### config.mk
export PLATFORM = sky130hd
export DESIGN_NAME = rsc_core
export DESIGN_NICKNAME = d
export VERILOG_FILES = /design/src/shared/rsc_pkg.sv /design/src/logic/rsc_core.sv
export SDC_FILE = /design/constraint.sdc
export NUM_CORES = 1
export LEC_CHECK = 0
export CAP_MARGIN = 0
export CORE_MARGIN = 2
export CORE_UTILIZATION = 25
export DETAILED_ROUTE_END_ITERATION = 6
export DONT_BUFFER_PORTS = 1
export PLACE_DENSITY = 0.47
export SLEW_MARGIN = 20
export SYNTH_ARGS = -nofsm -noshare
export SYNTH_HDL_FRONTEND = slang
export SYNTH_SLANG_ARGS = --single-unit
export TNS_END_PERCENT = 5
### constraint.sdc
create_clock -name pclk -period 2.7 [get_ports pclk]
set_input_delay 0.54 -clock pclk [delete_from_list [all_inputs] [get_ports pclk]]
set_output_delay 0.54 -clock pclk [all_outputs]
set_load 0.01 [all_outputs]
### src/shared/rsc_pkg.sv
// package for the reset source and cause block: offsets, fields, reset values, types
package rsc_pkg;
    // register byte offsets on the apb bus
    localparam logic [7:0] CAUSE0_OFF = 8'h00;
    localparam logic [7:0] CAUSE1_OFF = 8'h04;
    localparam logic [7:0] STATUS_OFF = 8'h08;
    localparam logic [7:0] CONFIG_OFF = 8'h0c;
    localparam logic [7:0] CMD_OFF = 8'h10;
    localparam logic [7:0] SEQ_OFF = 8'h14;
    // cause register 0 bit positions
    localparam int C0_STACK_OVER_FLAG_BIT = 7;
    localparam int C0_STACK_UNDER_FLAG_BIT = 6;
    localparam int C0_WWIN_BIT = 5;
    localparam int C0_WTO_BIT = 4;
    localparam int C0_EXT_BIT = 3;
    localparam int C0_RI_BIT = 2;
    localparam int C0_POR_BIT = 1;
    localparam int C0_BOR_BIT = 0;
    // cause register 1 and status bit positions
    localparam int C1_MEM_VIOLATION_FLAG_BIT = 1;
    localparam int ST_TO_BIT = 6;
    localparam int ST_PD_BIT = 5;
    // values loaded on power-on and brown-out (unknown bit taken as 0)
    localparam logic [7:0] CAUSE0_POR_VAL = 8'h3c;
    localparam logic [7:0] CAUSE0_BOR_MASK = 8'hfd;
    localparam logic [7:0] CAUSE0_BOR_VAL = 8'h3c;
    localparam logic [7:0] CAUSE1_POR_VAL = 8'h02;
    localparam logic [7:0] STATUS_POR_VAL = 8'h60;
    // config register field positions
    localparam int CFG_LVP_BIT = 0;
    localparam int CFG_PINEN_BIT = 1;
    localparam int CFG_STKEN_BIT = 2;
    localparam int CFG_SAFEN_BIT = 3;
    localparam int CFG_OSTREQ_BIT = 4;
    localparam int CFG_PUPSW_BIT = 5;
    localparam int CFG_POWER_UP_DELAY_SELECT_LSB = 6;
    localparam logic [7:0] CONFIG_RST_VAL = 8'h02;
    // timing
    localparam int CLK_MHZ = 100;
    localparam int RELEASE_OSC_CYCLES = 10;
    localparam int POWER_UP_DELAY_TIMER_1_US = 1000;
    localparam int POWER_UP_DELAY_TIMER_2_US = 16000;
    localparam int POWER_UP_DELAY_TIMER_3_US = 64000;
    localparam int POWER_UP_DELAY_TIMER_1_CYC = POWER_UP_DELAY_TIMER_1_US * CLK_MHZ;
    localparam int POWER_UP_DELAY_TIMER_2_CYC = POWER_UP_DELAY_TIMER_2_US * CLK_MHZ;
    localparam int POWER_UP_DELAY_TIMER_3_CYC = POWER_UP_DELAY_TIMER_3_US * CLK_MHZ;
    localparam int OST_CYC = 1024;
    localparam int FILT_CYC = 8;
    // reset sequencer states
    typedef enum logic [1:0] {SEQ_RUN, SEQ_HOLD, SEQ_RELEASE} rsc_seq_type;
    // reset sources as one bundle
    typedef struct packed {
        logic por;
        logic bor;
        logic prog_exit;
        logic wdt_timeout;
        logic wdt_window;
        logic reset_instr;
        logic stack_over;
        logic stack_under;
        logic fetch_bad;
    } rsc_src_type;
endpackage
### src/logic/rsc_core.sv
// reset source sequencing and reset cause registers behind an apb slave
//
// Local design decisions: the APB slave port and the register offsets.
`timescale 1ns/1ns

module rsc_core #(
    parameter int POWER_UP_DELAY_TIMER_1 = rsc_pkg::POWER_UP_DELAY_TIMER_1_CYC,
    parameter int POWER_UP_DELAY_TIMER_2 = rsc_pkg::POWER_UP_DELAY_TIMER_2_CYC,
    parameter int POWER_UP_DELAY_TIMER_3 = rsc_pkg::POWER_UP_DELAY_TIMER_3_CYC,
    parameter int OST_LEN = rsc_pkg::OST_CYC
) (
    // clock and reset
    input wire logic pclk,
    input wire logic presetn,
    // apb slave
    input wire logic psel,
    input wire logic penable,
    input wire logic pwrite,
    input wire logic [7:0] paddr,
    input wire logic [31:0] pwdata,
    output logic [31:0] prdata,
    output logic pready,
    output logic pslverr,
    // reset sources
    input wire rsc_pkg::rsc_src_type src,
    input wire logic in_sleep,
    input wire logic ext_reset_pin,
    // outputs
    output logic core_reset,
    output logic [20:0] pc_load,
    output logic pin_pullup_en,
    output logic pin_gpio_in
);
    import rsc_pkg::*;

    ////////////////////////////////////////////////////////////////////////
    logic [7:0] cause0_reg, cause1_reg, status_reg, config_reg, cmd_reg;
    logic [2:0] filt_cnt_reg;
    logic pin_filt_reg, pin_s1_reg, pin_s2_reg;
    logic pin_en;
    logic pin_low_evt;
    logic power_evt;
    logic run_evt;
    rsc_seq_type seq_reg;
    logic [31:0] power_up_delay_timer_cnt_reg, ost_cnt_reg, power_up_delay_timer_len;
    logic [3:0] rel_cnt_reg;
    logic power_hold_reg;
    logic wr_en, rd_en;
    logic pin_low_q_reg;

    // pin function decode from config
    assign pin_en = config_reg[CFG_LVP_BIT] | config_reg[CFG_PINEN_BIT];
    // disabled pin is a plain input; pull-up is software's, enabled pin always pulls up
    assign pin_pullup_en = pin_en ? 1'b1 : config_reg[CFG_PUPSW_BIT];
    assign pin_gpio_in = pin_en ? 1'b0 : pin_s2_reg;

    ////////////////////////////////////////////////////////////////////////
    // glitch filter: the pin must hold a new level FILT_CYC cycles before it counts
    always_ff @(posedge pclk or negedge presetn) begin
        if (!presetn) begin
            filt_cnt_reg <= 3'h0;
            pin_filt_reg <= 1'b1;
        end else if (ext_reset_pin == pin_filt_reg) begin
            filt_cnt_reg <= 3'h0;
        end else if (filt_cnt_reg == 3'(FILT_CYC - 1)) begin
            filt_cnt_reg <= 3'h0;
            pin_filt_reg <= ext_reset_pin;
        end else begin
            filt_cnt_reg <= filt_cnt_reg + 3'h1;
        end
    end

    // two-stage synchroniser for the filtered level
    always_ff @(posedge pclk or negedge presetn) begin
        if (!presetn) begin
            pin_s1_reg <= 1'b1;
            pin_s2_reg <= 1'b1;
        end else begin
            pin_s1_reg <= pin_filt_reg;
            pin_s2_reg <= pin_s1_reg;
        end
    end

    // first cycle of an enabled low level is the pin reset event
    always_ff @(posedge pclk or negedge presetn) begin
        if (!presetn) begin
            pin_low_q_reg <= 1'b0;
        end else begin
            pin_low_q_reg <= pin_en & ~pin_s2_reg;
        end
    end
    assign pin_low_evt = pin_en & ~pin_s2_reg & ~pin_low_q_reg;

    // programming mode exit counts as a power-on event
    assign power_evt = src.por | src.bor | src.prog_exit;
    assign run_evt = src.wdt_timeout | src.wdt_window | src.reset_instr
                   | (config_reg[CFG_STKEN_BIT] & (src.stack_over | src.stack_under))
                   | src.fetch_bad;

    ////////////////////////////////////////////////////////////////////////
    // power-up delay length from the two-bit select
    always_comb begin
        case (config_reg[CFG_POWER_UP_DELAY_SELECT_LSB +: 2])
            2'b01: power_up_delay_timer_len = 32'(POWER_UP_DELAY_TIMER_1);
            2'b10: power_up_delay_timer_len = 32'(POWER_UP_DELAY_TIMER_2);
            2'b11: power_up_delay_timer_len = 32'(POWER_UP_DELAY_TIMER_3);
            default: power_up_delay_timer_len = 32'h0;
        endcase
    end

    // power timers restart while power is bad; they ignore the pin
    always_ff @(posedge pclk or negedge presetn) begin
        if (!presetn) begin
            power_up_delay_timer_cnt_reg <= 32'h0;
            ost_cnt_reg <= 32'h0;
            power_hold_reg <= 1'b1;
        end else if (src.por | src.bor | src.prog_exit) begin
            power_up_delay_timer_cnt_reg <= 32'h0;
            ost_cnt_reg <= 32'h0;
            power_hold_reg <= 1'b1;
        end else if (power_hold_reg) begin
            if (power_up_delay_timer_cnt_reg < power_up_delay_timer_len) begin
                power_up_delay_timer_cnt_reg <= power_up_delay_timer_cnt_reg + 32'h1;
            end
            if (config_reg[CFG_OSTREQ_BIT] && ost_cnt_reg < 32'(OST_LEN)) begin
                ost_cnt_reg <= ost_cnt_reg + 32'h1;
            end
            if (power_up_delay_timer_cnt_reg >= power_up_delay_timer_len
                && (!config_reg[CFG_OSTREQ_BIT] || ost_cnt_reg >= 32'(OST_LEN))) begin
                power_hold_reg <= 1'b0;
            end
        end
    end

    ////////////////////////////////////////////////////////////////////////
    // sequencer: hold while any reason stays, then RELEASE_OSC_CYCLES before run
    always_ff @(posedge pclk or negedge presetn) begin
        if (!presetn) begin
            seq_reg <= SEQ_HOLD;
            rel_cnt_reg <= 4'h0;
        end else begin
            case (seq_reg)
                SEQ_RUN: begin
                    if (power_evt || run_evt || pin_low_evt) begin
                        seq_reg <= SEQ_HOLD;
                    end
                end
                SEQ_HOLD: begin
                    rel_cnt_reg <= 4'h0;
                    if (!power_hold_reg && !(pin_en && !pin_s2_reg) && !power_evt) begin
                        seq_reg <= SEQ_RELEASE;
                    end
                end
                SEQ_RELEASE: begin
                    if (power_evt || (pin_en && !pin_s2_reg) || run_evt) begin
                        seq_reg <= SEQ_HOLD;
                    end else if (rel_cnt_reg == 4'(RELEASE_OSC_CYCLES - 1)) begin
                        seq_reg <= SEQ_RUN;
                    end else begin
                        rel_cnt_reg <= rel_cnt_reg + 4'h1;
                    end
                end
                default: seq_reg <= SEQ_HOLD;
            endcase
        end
    end
    assign core_reset = (seq_reg != SEQ_RUN);

    // program counter load value is always zero during reset
    always_ff @(posedge pclk or negedge presetn) begin
        if (!presetn) begin
            pc_load <= 21'h0;
        end else begin
            pc_load <= 21'h0;
        end
    end

    ////////////////////////////////////////////////////////////////////////
    // apb decode: zero wait states, unmapped address answers pslverr
    assign wr_en = psel & penable & pwrite;
    assign rd_en = psel & penable & ~pwrite;
    assign pready = 1'b1;
    assign pslverr = psel & penable & (paddr > SEQ_OFF || paddr[1:0] != 2'b00);

    // cause register 0: hardware change wins over a software write in the same cycle
    always_ff @(posedge pclk or negedge presetn) begin
        if (!presetn) begin
            cause0_reg <= CAUSE0_POR_VAL;
        end else begin
            if (wr_en && paddr == CAUSE0_OFF) begin
                cause0_reg <= pwdata[7:0];
            end
            if (src.por | src.prog_exit) begin
                cause0_reg <= CAUSE0_POR_VAL;
            end else if (src.bor) begin
                cause0_reg <= (cause0_reg & ~CAUSE0_BOR_MASK) | CAUSE0_BOR_VAL;
            end else begin
                if (pin_low_evt) cause0_reg[C0_EXT_BIT] <= 1'b0;
                if (src.wdt_timeout) cause0_reg[C0_WTO_BIT] <= 1'b0;
                if (src.wdt_window) cause0_reg[C0_WWIN_BIT] <= 1'b0;
                if (src.reset_instr) cause0_reg[C0_RI_BIT] <= 1'b0;
                if (config_reg[CFG_STKEN_BIT] && src.stack_over) begin
                    cause0_reg[C0_STACK_OVER_FLAG_BIT] <= 1'b1;
                end
                if (config_reg[CFG_STKEN_BIT] && src.stack_under) begin
                    cause0_reg[C0_STACK_UNDER_FLAG_BIT] <= 1'b1;
                end
            end
        end
    end

    // cause register 1: only the violation flag is implemented
    always_ff @(posedge pclk or negedge presetn) begin
        if (!presetn) begin
            cause1_reg <= CAUSE1_POR_VAL;
        end else if (power_evt) begin
            cause1_reg <= CAUSE1_POR_VAL;
        end else if (src.fetch_bad) begin
            cause1_reg[C1_MEM_VIOLATION_FLAG_BIT] <= 1'b0;
        end else if (wr_en && paddr == CAUSE1_OFF) begin
            cause1_reg[C1_MEM_VIOLATION_FLAG_BIT] <= pwdata[C1_MEM_VIOLATION_FLAG_BIT];
        end
    end

    // status register timeout and powerdown bits
    always_ff @(posedge pclk or negedge presetn) begin
        if (!presetn) begin
            status_reg <= STATUS_POR_VAL;
        end else if (power_evt) begin
            status_reg <= STATUS_POR_VAL;
        end else if (src.wdt_timeout) begin
            status_reg[ST_TO_BIT] <= 1'b0;
        end else if (pin_low_evt && in_sleep) begin
            status_reg[ST_TO_BIT] <= 1'b1;
            status_reg[ST_PD_BIT] <= 1'b0;
        end
    end

    // config register: pin enable, lvp, stack enable, protected area, timers
    always_ff @(posedge pclk or negedge presetn) begin
        if (!presetn) begin
            config_reg <= CONFIG_RST_VAL;
        end else if (wr_en && paddr == CONFIG_OFF) begin
            config_reg <= pwdata[7:0];
        end
    end

    // scratch command register, readable back
    always_ff @(posedge pclk or negedge presetn) begin
        if (!presetn) begin
            cmd_reg <= 8'h00;
        end else if (wr_en && paddr == CMD_OFF) begin
            cmd_reg <= pwdata[7:0];
        end
    end

    // read data from flip-flops
    always_ff @(posedge pclk or negedge presetn) begin
        if (!presetn) begin
            prdata <= 32'h0;
        end else if (psel && !penable && !pwrite) begin
            case (paddr)
                CAUSE0_OFF: prdata <= {24'h0, cause0_reg};
                CAUSE1_OFF: prdata <= {24'h0, cause1_reg};
                STATUS_OFF: prdata <= {24'h0, status_reg};
                CONFIG_OFF: prdata <= {24'h0, config_reg};
                CMD_OFF: prdata <= {24'h0, cmd_reg};
                SEQ_OFF: prdata <= {28'h0, power_hold_reg, pin_s2_reg, seq_reg};
                default: prdata <= 32'h0;
            endcase
        end
    end

    ////////////////////////////////////////////////////////////////////////
    // helper for the filter check: length of the current low run on the pin
    logic [3:0] low_run_reg;
    always_ff @(posedge pclk or negedge presetn) begin
        if (!presetn) begin
            low_run_reg <= 4'h0;
        end else if (ext_reset_pin) begin
            low_run_reg <= 4'h0;
        end else if (low_run_reg != 4'hf) begin
            low_run_reg <= low_run_reg + 4'h1; // saturates so a long hold never wraps
        end
    end

    a_pin_decode: assert property (@(posedge pclk) disable iff (!presetn)
        pin_en == (config_reg[0] | config_reg[1])) else $error("pin decode wrong");
    a_pin_holds: assert property (@(posedge pclk) disable iff (!presetn)
        (pin_en && !pin_s2_reg) |=> core_reset) else $error("pin low not held");
    a_pin_filter: assert property (@(posedge pclk) disable iff (!presetn)
        $fell(pin_filt_reg) |-> low_run_reg >= 4'(FILT_CYC)) else $error("short pulse passed");
    a_ext_flag: assert property (@(posedge pclk) disable iff (!presetn)
        (pin_low_evt && !power_evt) |=> !cause0_reg[3]) else $error("ext flag");
    a_wdt_flag: assert property (@(posedge pclk) disable iff (!presetn)
        (src.wdt_timeout && !power_evt) |=> !cause0_reg[4] && !status_reg[6])
        else $error("wdt flag");
    a_window_flag: assert property (@(posedge pclk) disable iff (!presetn)
        (src.wdt_window && !power_evt) |=> !cause0_reg[5] && core_reset)
        else $error("window flag");
    a_sleep_status: assert property (@(posedge pclk) disable iff (!presetn)
        (pin_low_evt && in_sleep && !power_evt && !src.wdt_timeout)
        |=> status_reg[6] && !status_reg[5]) else $error("sleep status");
    a_ri_flag: assert property (@(posedge pclk) disable iff (!presetn)
        (src.reset_instr && !power_evt) |=> !cause0_reg[2]) else $error("ri flag");
    a_stack_flag: assert property (@(posedge pclk) disable iff (!presetn)
        (config_reg[2] && src.stack_over && !power_evt) |=> cause0_reg[7] && core_reset)
        else $error("stack flag");
    a_power_hold: assert property (@(posedge pclk) disable iff (!presetn)
        power_evt |=> power_hold_reg && core_reset) else $error("power hold");
    a_release_wait: assert property (@(posedge pclk) disable iff (!presetn)
        $fell(core_reset)
        |-> $past(seq_reg) == SEQ_RELEASE && $past(seq_reg, 10) == SEQ_RELEASE)
        else $error("release too soon");
    a_mem_violation_flag_flag: assert property (@(posedge pclk) disable iff (!presetn)
        (src.fetch_bad && !power_evt) |=> !cause1_reg[1] ##1 core_reset)
        else $error("mem_violation_flag flag");
    a_por_load: assert property (@(posedge pclk) disable iff (!presetn)
        src.por |=> cause0_reg == 8'h3c && core_reset) else $error("por load");
    a_bor_load: assert property (@(posedge pclk) disable iff (!presetn)
        (src.bor && !src.por && !src.prog_exit)
        |=> cause0_reg[7:2] == 6'h0f && !cause0_reg[0] && cause1_reg[1])
        else $error("bor load");
    a_sw_write: assert property (@(posedge pclk) disable iff (!presetn)
        (wr_en && paddr == CAUSE0_OFF && !core_reset && !power_evt && !run_evt && !pin_low_evt)
        |=> !core_reset) else $error("flag write reset");
endmodule

# Yosys cells after proc, flatten, opt, wreduce, memory -nomap -nowiden
# Index checks and enable logic that the tools add are counted.
[word_totals] reg_bits=137 inputBits=56 output_inout_bits=58
[classes] addsub=4 order_cmp=5 n_eq_ne=20 n_mux=40 bitwise=18 n_reduce_logical=53
[ops] operator="two-way mux 32 bit" n=6
[ops] operator="one-hot mux 23 bit (3 select lines)" n=1
[ops] operator="adder 32 x 1 -> 32 bit, second input constant" n=2
[ops] operator="one-hot mux 8 bit (6 select lines)" n=1
[ops] operator="greater-or-equal comparator 32 x 11 -> 1 bit, second input constant" n=1
[ops] operator="greater-or-equal comparator 32 bit" n=1
[ops] operator="< comparator 32 x 11 -> 1 bit, second input constant" n=1
[ops] operator="< comparator 32 bit" n=1
[ops] operator="nonzero test 4 bit" n=6
[ops] operator="== test 8 x 4 -> 1 bit, second input constant" n=2
[ops] operator="== test 8 x 5 -> 1 bit, second input constant" n=2
[ops] operator="two-way mux 1 bit" n=16
[ops] operator="two-way mux 8 bit" n=2
[ops] operator="nonzero test 2 bit" n=8
[ops] operator="logical AND 1 bit" n=14
[ops] operator="two-way mux 2 bit" n=7
[ops] operator="AND reduction 2 bit" n=5
[ops] operator="OR 1 bit" n=9
[ops] operator="nonzero test 3 bit" n=3
[ops] operator="== test 8 x 3 -> 1 bit, second input constant" n=1
[ops] operator="> comparator 8 x 5 -> 1 bit, second input constant" n=1
[ops] operator="logical NOT 8 bit" n=1
[ops] operator="two-way mux 4 bit" n=2
[ops] operator="inequality test 2 bit, second input constant" n=4
[ops] operator="other kinds (19)" n=43

# Longest topological paths before layout
# Gate-level depths: netlist of run 1.
[depth] word_depth=8 mapped_depth=12 mapped_depth_nobuf=10

# Worst setup path after synthesis of run 1
# OpenSTA, ideal clock, no wires.
[synth_path] path_kind="reg-to-reg" from="reg config_reg[6]" to="reg power_up_delay_timer_cnt_reg[18]" setup_ns=0.066 arrival_time_ns=2.372 required_ns=2.634 path_slack_ns=0.262 path_stages_with_launch=11 path_buffers=1 path_cell_list="dfrtp_1 inv_1 ha_1 inv_1 ha_1 o31ai_2 a21oi_2 or4_1 buf_2 or4_1 nand2_1"
[synth_between] elab_chain_len=5 word_cells_on_any_way=7
[synth_rtl] element="start: declaration" line="rsc_core.sv:37" source="logic [7:0] cause0_reg, cause1_reg, status_reg, config_reg, cmd_reg;"
[synth_rtl] element="start signal: assignment" line="rsc_core.sv:244" source="config_reg <= pwdata[7:0];"
[synth_rtl] element="== test 2 bit / == test 2 x 1 -> 1 bit (equally long branches)" line="rsc_core.sv:103" source="case (config_reg[CFG_POWER_UP_DELAY_SELECT_LSB +: 2])"
[synth_rtl] element="one-hot mux 23 bit (3 select lines) (*)" line="rsc_core.sv:103"
[synth_rtl] element="< comparator 32 bit (*)" line="rsc_core.sv:122" source="if (power_up_delay_timer_cnt_reg < power_up_delay_timer_len) begin"
[synth_rtl] element="nonzero test 2 bit (no line) (*)"
[synth_rtl] element="AND reduction 2 bit (no line) (*)"
[synth_rtl] element="end signal: assignment" line="rsc_core.sv:123" source="power_up_delay_timer_cnt_reg <= power_up_delay_timer_cnt_reg + 32'h1;"
[synth_rtl] element="end: declaration" line="rsc_core.sv:45" source="logic [31:0] power_up_delay_timer_cnt_reg, ost_cnt_reg, power_up_delay_timer_len;"
# Mark *: on every way between the ends. The rest lies on a longest branch, timed or not.
# A chain may end at the register's enable or synchronous reset.

# Final worst setup path of run 1
[layout_path] from="reg config_reg[6]" to="reg power_up_delay_timer_cnt_reg[8]"
# Same word-level chain as after synthesis.

==> summary.txt, run 1 <==
Floorplanning
  • Io pins: 114
  • Die height: 162 microns
  • Die area: 26,200 sq um
  • Starting Density: 0.256
  • Rows: 57
  • Core area: 24,400 sq um
  • Die W: 162 microns

Global routing
  • Total gr overflow: 0
  • Initial antenna violation count: 0
  • Pin count of the biggest net entering global routing: 114
  • Global-route wire length before repair: 23.2 mm
  • All-Layer GR Usage: 0.111
  • Vias in the first global route: 4,404

STA
  • Crit path time final: 2560 ps
  • Slew Viols, Final: 0
  • Max-slew headroom: 0.653
  • Fin. Hold Viols: 100
  • Crit share post-route: 0.950
  • Worst Skew: 8.94 ps
  • Min Hold Slack: -161 ps
  • RSZ-0062 raised after global routing: true
  • Fmax: 0.390 GHz
  • Worst slew pin tran: 520 ps
  • Final setup vio count: 0

Job
  • Max-cap violations: 0

Synth
  • Fraction of registers with async set/reset: 1.00
  • Avg Inst Size Synth: 10.1 sq um
  • Area share of the largest cell type after synthesis: 0.401
  • Cell Area, Synth: 6240 sq um
  • Synth warn: 0
  • Top post-synthesis cells by area: dfrtp_1 (40%), buf_4 (5.8%), dfstp_2 (5.5%)
  • Seq/Total Area, Yosys: 0.456
  • Netlist cell types: 63
  • Top_reg_cell synth: dfrtp_1
  • Post-Synthesis Cells: 616
  • Post-synth EDFFs: 0
  • Yosys top cell by area: dfrtp_1
  • #FFs+latches synth: 113

Clock network
  • Clk slew on worst S/H paths: 60 ps
  • Clock Path Buffers: 2
  • Root Buffer: clkbuf_16
  • Number of H-tree levels: 4
  • Clock sinks: 113
  • Clock insertion delay at the later pin of the skew report: 410 ps
  • CTS Buf Count: 17
  • TritonCTS clock tree: done

Route
  • Initial DRT Pass Iterations: 6
  • Residual DRC: 0
  • Vias per cell: 4.61
  • Detail Route Antenna Nets: 0
  • Per-cell routed wire length: 14.3 microns
  • Starting DRT DRC Count: 202
  • Final wirelength: 13.8 mm
  • Routed vias: 4,464

Power
  • Pleak: 0.00320 uW
  • Power Dens Cells: 581 nW/um^2
  • Worst VDD drop: 442 uV

Run status
  • Failing checks: hold timing
  • Status: complete, but fails checks

Final layout
  • NumNets Final: 714
  • Most frequent cells in the layout: dfrtp_1 (100), conb_1 (46), nand2_1 (36)
  • Final Util: 0.292
  • Synthesis-to-layout area growth: 14.4%
  • ANT cells: 0
  • Fraction of layout cells with a size suffix above 1: 0.171
  • Most common cell after layout, fill and taps aside: dfrtp_1

Setup path
  • Worst Setup End Kind: register
  • Flop2flop setup slack: 140 ps
  • Critical Path Start Type: register
  • Launch point of the worst path: config_reg[6]
  • Crit-path max FO: 8
  • Startpoint of the worst register-to-register path: config_reg[6]
  • Critical setup path kind: reg2reg
  • Worst R2R End: power_up_delay_timer_cnt_reg[8]
  • Worst path arrival time: 2880 ps
  • Reg2reg path depth: 11
  • WP data required: 3020 ps

Worst hold path
  • Path type of the worst min-delay path: in2async

Placed design
  • Dpl hpwl: 9.55 mm
  • Port Buf Inserts: 0
  • GP Congestion: 0.731
-- synthesized netlist by cell type, types with 5 or more instances --
cell and n:
a21oi_1 24, a22o_1 7, a22oi_1 6, a31oi_1 5, and2_1 24, and3_1 22
buf_4 48, clkbuf_1 19, dfrtp_1 100, dfstp_2 13, ha_1 27, inv_1 22
mux2_2 17, mux2i_1 13, nand2_1 36, nand2b_1 6, nand3_1 19, nand4_1 19
nor2_1 36, nor3_1 5, nor4_1 7, o211ai_1 9, o21ai_0 34, o31ai_1 6
or3_1 10, or4_1 13, xor2_1 8
-- worst max path at each step --
stage	end	slack, ps	cells after the start
after floorplan	power_up_delay_timer_cnt_reg[18]	260	10
after global placement	power_up_delay_timer_cnt_reg[9]	4	11
after detailed placement	power_up_delay_timer_cnt_reg[9]	-20	11
after CTS	power_up_delay_timer_cnt_reg[17]	-40	11
after global routing	power_up_delay_timer_cnt_reg[8]	-40	11
final	power_up_delay_timer_cnt_reg[8]	140	11
-- metrics by stage --
stage	worst slack [ps]	total power (uW)	TNS (ps)	instances	cell area (sq um)
2_1_floorplan	262	2080	0	660	6400
3_3_place_gp	4.32	2090	0	932	6490
3_5_place_dp	-18.6	2090	-48.3	932	6490
4_1_cts	-40.2	4220	-40.2	964	7050
5_1_grt	-37.1	4350	-58.6	968	7130
6_report	135	4150	0	968	7130
-- critical path, stage by stage (launching register included) --
cell      delay [ps]
dfrtp_1          390
inv_1             90
ha_2             190
inv_1             90
ha_1             300
and4b_1          210
nand4_1          130
or2_4            290
a31oi_4          340
buf_6            190
o311ai_0         140
o31ai_1          100
-- area by class of cell --
class,instances,area (sq um)
Tap cell,324,405
Fill cell,2560,17300
Clock inverter,12,113
Multi-Input combinational cell,456,3070
Inverter,22,82.6
Sequential cell,113,2840
Clock buffer,20,447
Timing Repair Buffer,21,169
-- per-layer routing --
layer  share of wire  wire length [microns]  up-vias  GRT usage
li1                -                      -     2182          -
met1            0.49                   6830     2184      0.154
met2            0.45                   6230       82      0.164
met3           0.039                    536       16     0.0294
met4           0.017                    237        0     0.0479
met5               0                      0        -          0
-- power by group --
part / switching, uW / internal [uW] / total, uW
Clock: 799 / 1290 / 2090
Combinational: 156 / 92.5 / 248
Sequential: 39.2 / 1770 / 1810
Total: 994 / 3150 / 4150
-- kinds of logic after synthesis --
logic type | share of synthesized area
XOR/XNOR | 0.0140
AO/OA/AOI/OAI | 0.123
adder cells (fa/ha/maj) | 0.0542
other | 0.00120
AND/OR/NAND/NOR | 0.215
buffers and inverters | 0.0851
multiplexers | 0.0516
flip-flops | 0.456
-- what timing repair did --
item	4_1_cts	5_1_grt
endpoints found under the hold margin	103	100
resized for setup	1	16
setup buffers	0	4
setup endpoints to repair	4	26
pin swaps	0	4
(Power assumes the default switching activity.)
==> run 2, diff against run 1 <==
--- a/config.mk
+++ b/config.mk
@@ -11,6 +11,7 @@
 export DETAILED_ROUTE_END_ITERATION = 6
 export DONT_BUFFER_PORTS = 1
 export PLACE_DENSITY = 0.47
+export REMOVE_ABC_BUFFERS = 1
 export SLEW_MARGIN = 20
 export SYNTH_ARGS = -nofsm -noshare
 export SYNTH_HDL_FRONTEND = slang
==> run 2 against run 1 <==
The flow still finishes with violations (hold timing); die area did not move; via count rose by 0.34%; clock skew fell by 1.2 ps; clock power rose by 20%; sequential power barely moved; global-route usage rose by 0.19 points; hold slack got worse by 18 ps; total power rose by 10%; utilization rose by 0.53 points; setup slack got worse by 5.3 ps; fmax fell by 0.21%; sequential share of layout area fell by 0.69 points; largest cell class unchanged.
==> summary.txt, run 2 (same netlist as run 1, synthesis figures left out) <==
Floorplanning
  • Die W: 162 microns (unchanged)
  • Die area: 26,200 sq um (unchanged)
  • Io pins: 114 (unchanged)
  • Die height: 162 microns (unchanged)
  • Core area: 24,400 sq um (unchanged)
  • Rows: 57 (unchanged)
  • Starting Density: 0.256 (unchanged)

Clock network
  • Root Buffer: clkbuf_16
  • Clock sinks: 113 (unchanged)
  • Number of H-tree levels: 4 (unchanged)
  • Clock Path Buffers: 2 (unchanged)
  • CTS Buf Count: 17 (unchanged)
  • TritonCTS clock tree: done
  • Clock insertion delay at the later pin of the skew report: 420 ps (about the same)
  • Clk slew on worst S/H paths: 60 ps (about the same)

STA
  • Max-slew headroom: 0.652 (-0.00164)
  • Min Hold Slack: -179 ps (-18.3 ps)
  • Worst Skew: 7.74 ps (-1.20 ps)
  • Total negative setup slack: 0 ps (unchanged)
  • Worst slew pin tran: 523 ps (+2.46 ps)
  • RSZ-0062 raised after global routing: true
  • Crit path time final: 2570 ps (+5.29 ps)
  • Fmax: 0.389 GHz (-0.21%)
  • Worst setup margin: 130 ps (-5.29 ps)
  • Final setup vio count: 0 (unchanged)
  • Slew Viols, Final: 0 (unchanged)
  • Fin. Hold Viols: 100 (unchanged)
  • Crit share post-route: 0.952 (+0.00196)

Final layout
  • FF+latch area: 2850 sq um (about the same)
  • Design Area, Final: 7260 sq um (+1.8%)
  • Most frequent cells in the layout: dfrtp_1 (99), conb_1 (46), nand2_1 (36)
  • Fraction of layout cells with a size suffix above 1: 0.173 (+0.00257)
  • Multi-input logic area: 3070 sq um (-0.24%)
  • # fillers: 2,563 (+0.12%)
  • NumNets Final: 716 (+0.28%)
  • Most common cell after layout, fill and taps aside: dfrtp_1
  • ANT cells: 0 (unchanged)
  • Synthesis-to-layout area growth: 16.5%

Global routing
  • Total gr overflow: 0 (unchanged)
  • Pin count of the biggest net entering global routing: 114 (unchanged)
  • All-Layer GR Usage: 0.113 (+0.00185)
  • Global-route wire length before repair: 23.6 mm (+2.0%)
  • Initial antenna violation count: 0 (unchanged)
  • Vias in the first global route: 4,474 (+1.6%)

Route
  • Vias per cell: 4.62 (+0.13%)
  • Detail Route Antenna Nets: 0 (unchanged)
  • Routed vias: 4,479 (+0.34%)
  • Starting DRT DRC Count: 199 (-1.5%)
  • Final wirelength: 14.3 mm (+3.4%)
  • Residual DRC: 0 (unchanged)
  • Initial DRT Pass Iterations: 6 (unchanged)
  • Per-cell routed wire length: 14.7 microns (+3.1%)

Placed design
  • Place WS: 26.8 ps (+45.4 ps)
  • Dpl hpwl: 9.54 mm (-0.13%)
  • Dpl cell area: 6490 sq um (about the same)
  • Port Buf Inserts: 0 (unchanged)
  • GP Congestion: 0.729 (-0.23%)

Power
  • Power Dens Cells: 629 nW/um^2 (+8.2%)
  • Pleak: 0.00327 uW (+2.2%)
  • Worst VDD drop: 454 uV (+2.8%)

Run status
  • Status: complete, but fails checks
  • Failing checks: hold timing

Worst hold path
  • Path type of the worst min-delay path: in2async

Setup path
  • Critical setup path kind: reg2reg
  • Crit-path max FO: 6 (-2)
  • Critical Path Start Type: register
  • WP data required: 3050 ps (+30 ps)
  • Worst path arrival time: 2920 ps (+40 ps)
  • Worst Setup End Kind: register

Job
  • Max-cap violations: 0 (unchanged)
[run 2: cell type report]
type,instances,share of cell area
clock buffer,19,0.0624
clock inverter,13,0.0286
inverter,22,0.0114
multi-input combinational,457,0.422
sequential,113,0.392
tap,324,0.0558
timing repair buffer,22,0.0279
[run 2: per-stage QoR]
stage / power [uW] / hold WS, ps / util / instances
final: 4570 / -179 / 0.298 / 970
after floorplan: 2020 / 244 / - / 591
after CTS: 4640 / -199 / 0.293 / 963
after detailed placement: 2090 / 252 / 0.266 / 931
after global routing: 4750 / -198 / 0.298 / 970
after global placement: 2090 / 252 / 0.266 / 931
[run 2: where the power goes]
group	total (uW)	switching (uW)	internal (uW)	leakage [uW]
clock	2510	823	1690	0.000323
combinational	247	156	91.0	0.00142
sequential	1810	40.0	1770	0.00152
[run 2: metal layers]
metal | GRT usage | part of all wire | up-vias
li1 | - | - | 2191
met1 | 0.154 | 0.49 | 2190
met2 | 0.172 | 0.45 | 83
met3 | 0.0301 | 0.045 | 15
met4 | 0.0422 | 0.013 | 0
met5 | 0 | 0 | -
[run 2: timing repair]
item	CTS	global route
endpoints found under the hold margin	113	113
resized for setup	1	11
setup endpoints to repair	3	27
cloned	0	3
setup buffers	0	4
pin swaps	0	6
[run 2: critical path, cell delays in order, from the launching register on]
cell,delay (ps)
dfrtp_1,400
inv_1,90
ha_1,190
nor2_2,60
buf_4,120
ha_1,300
a21oi_1,140
o21ai_0,90
nand2_1,180
a31oi_4,190
clkbuf_16,200
or4_1,460
nand2_1,80
[run 2: worst paths after layout]
path	startpoint	to	slack, ps	cells after the start
worst max-delay path	config_reg[6]	power_up_delay_timer_cnt_reg[5]	130	12
worst min-delay path	presetn	prdata[4]	-180	0
worst max register to register	config_reg[6]	power_up_delay_timer_cnt_reg[5]	130	12
worst min register to register	pin_s1_reg	pin_s2_reg	360	0
max in group asynchronous	presetn	pin_filt_reg	2630	0
min in group pclk	src[5]	cause0_reg[4]	190	1
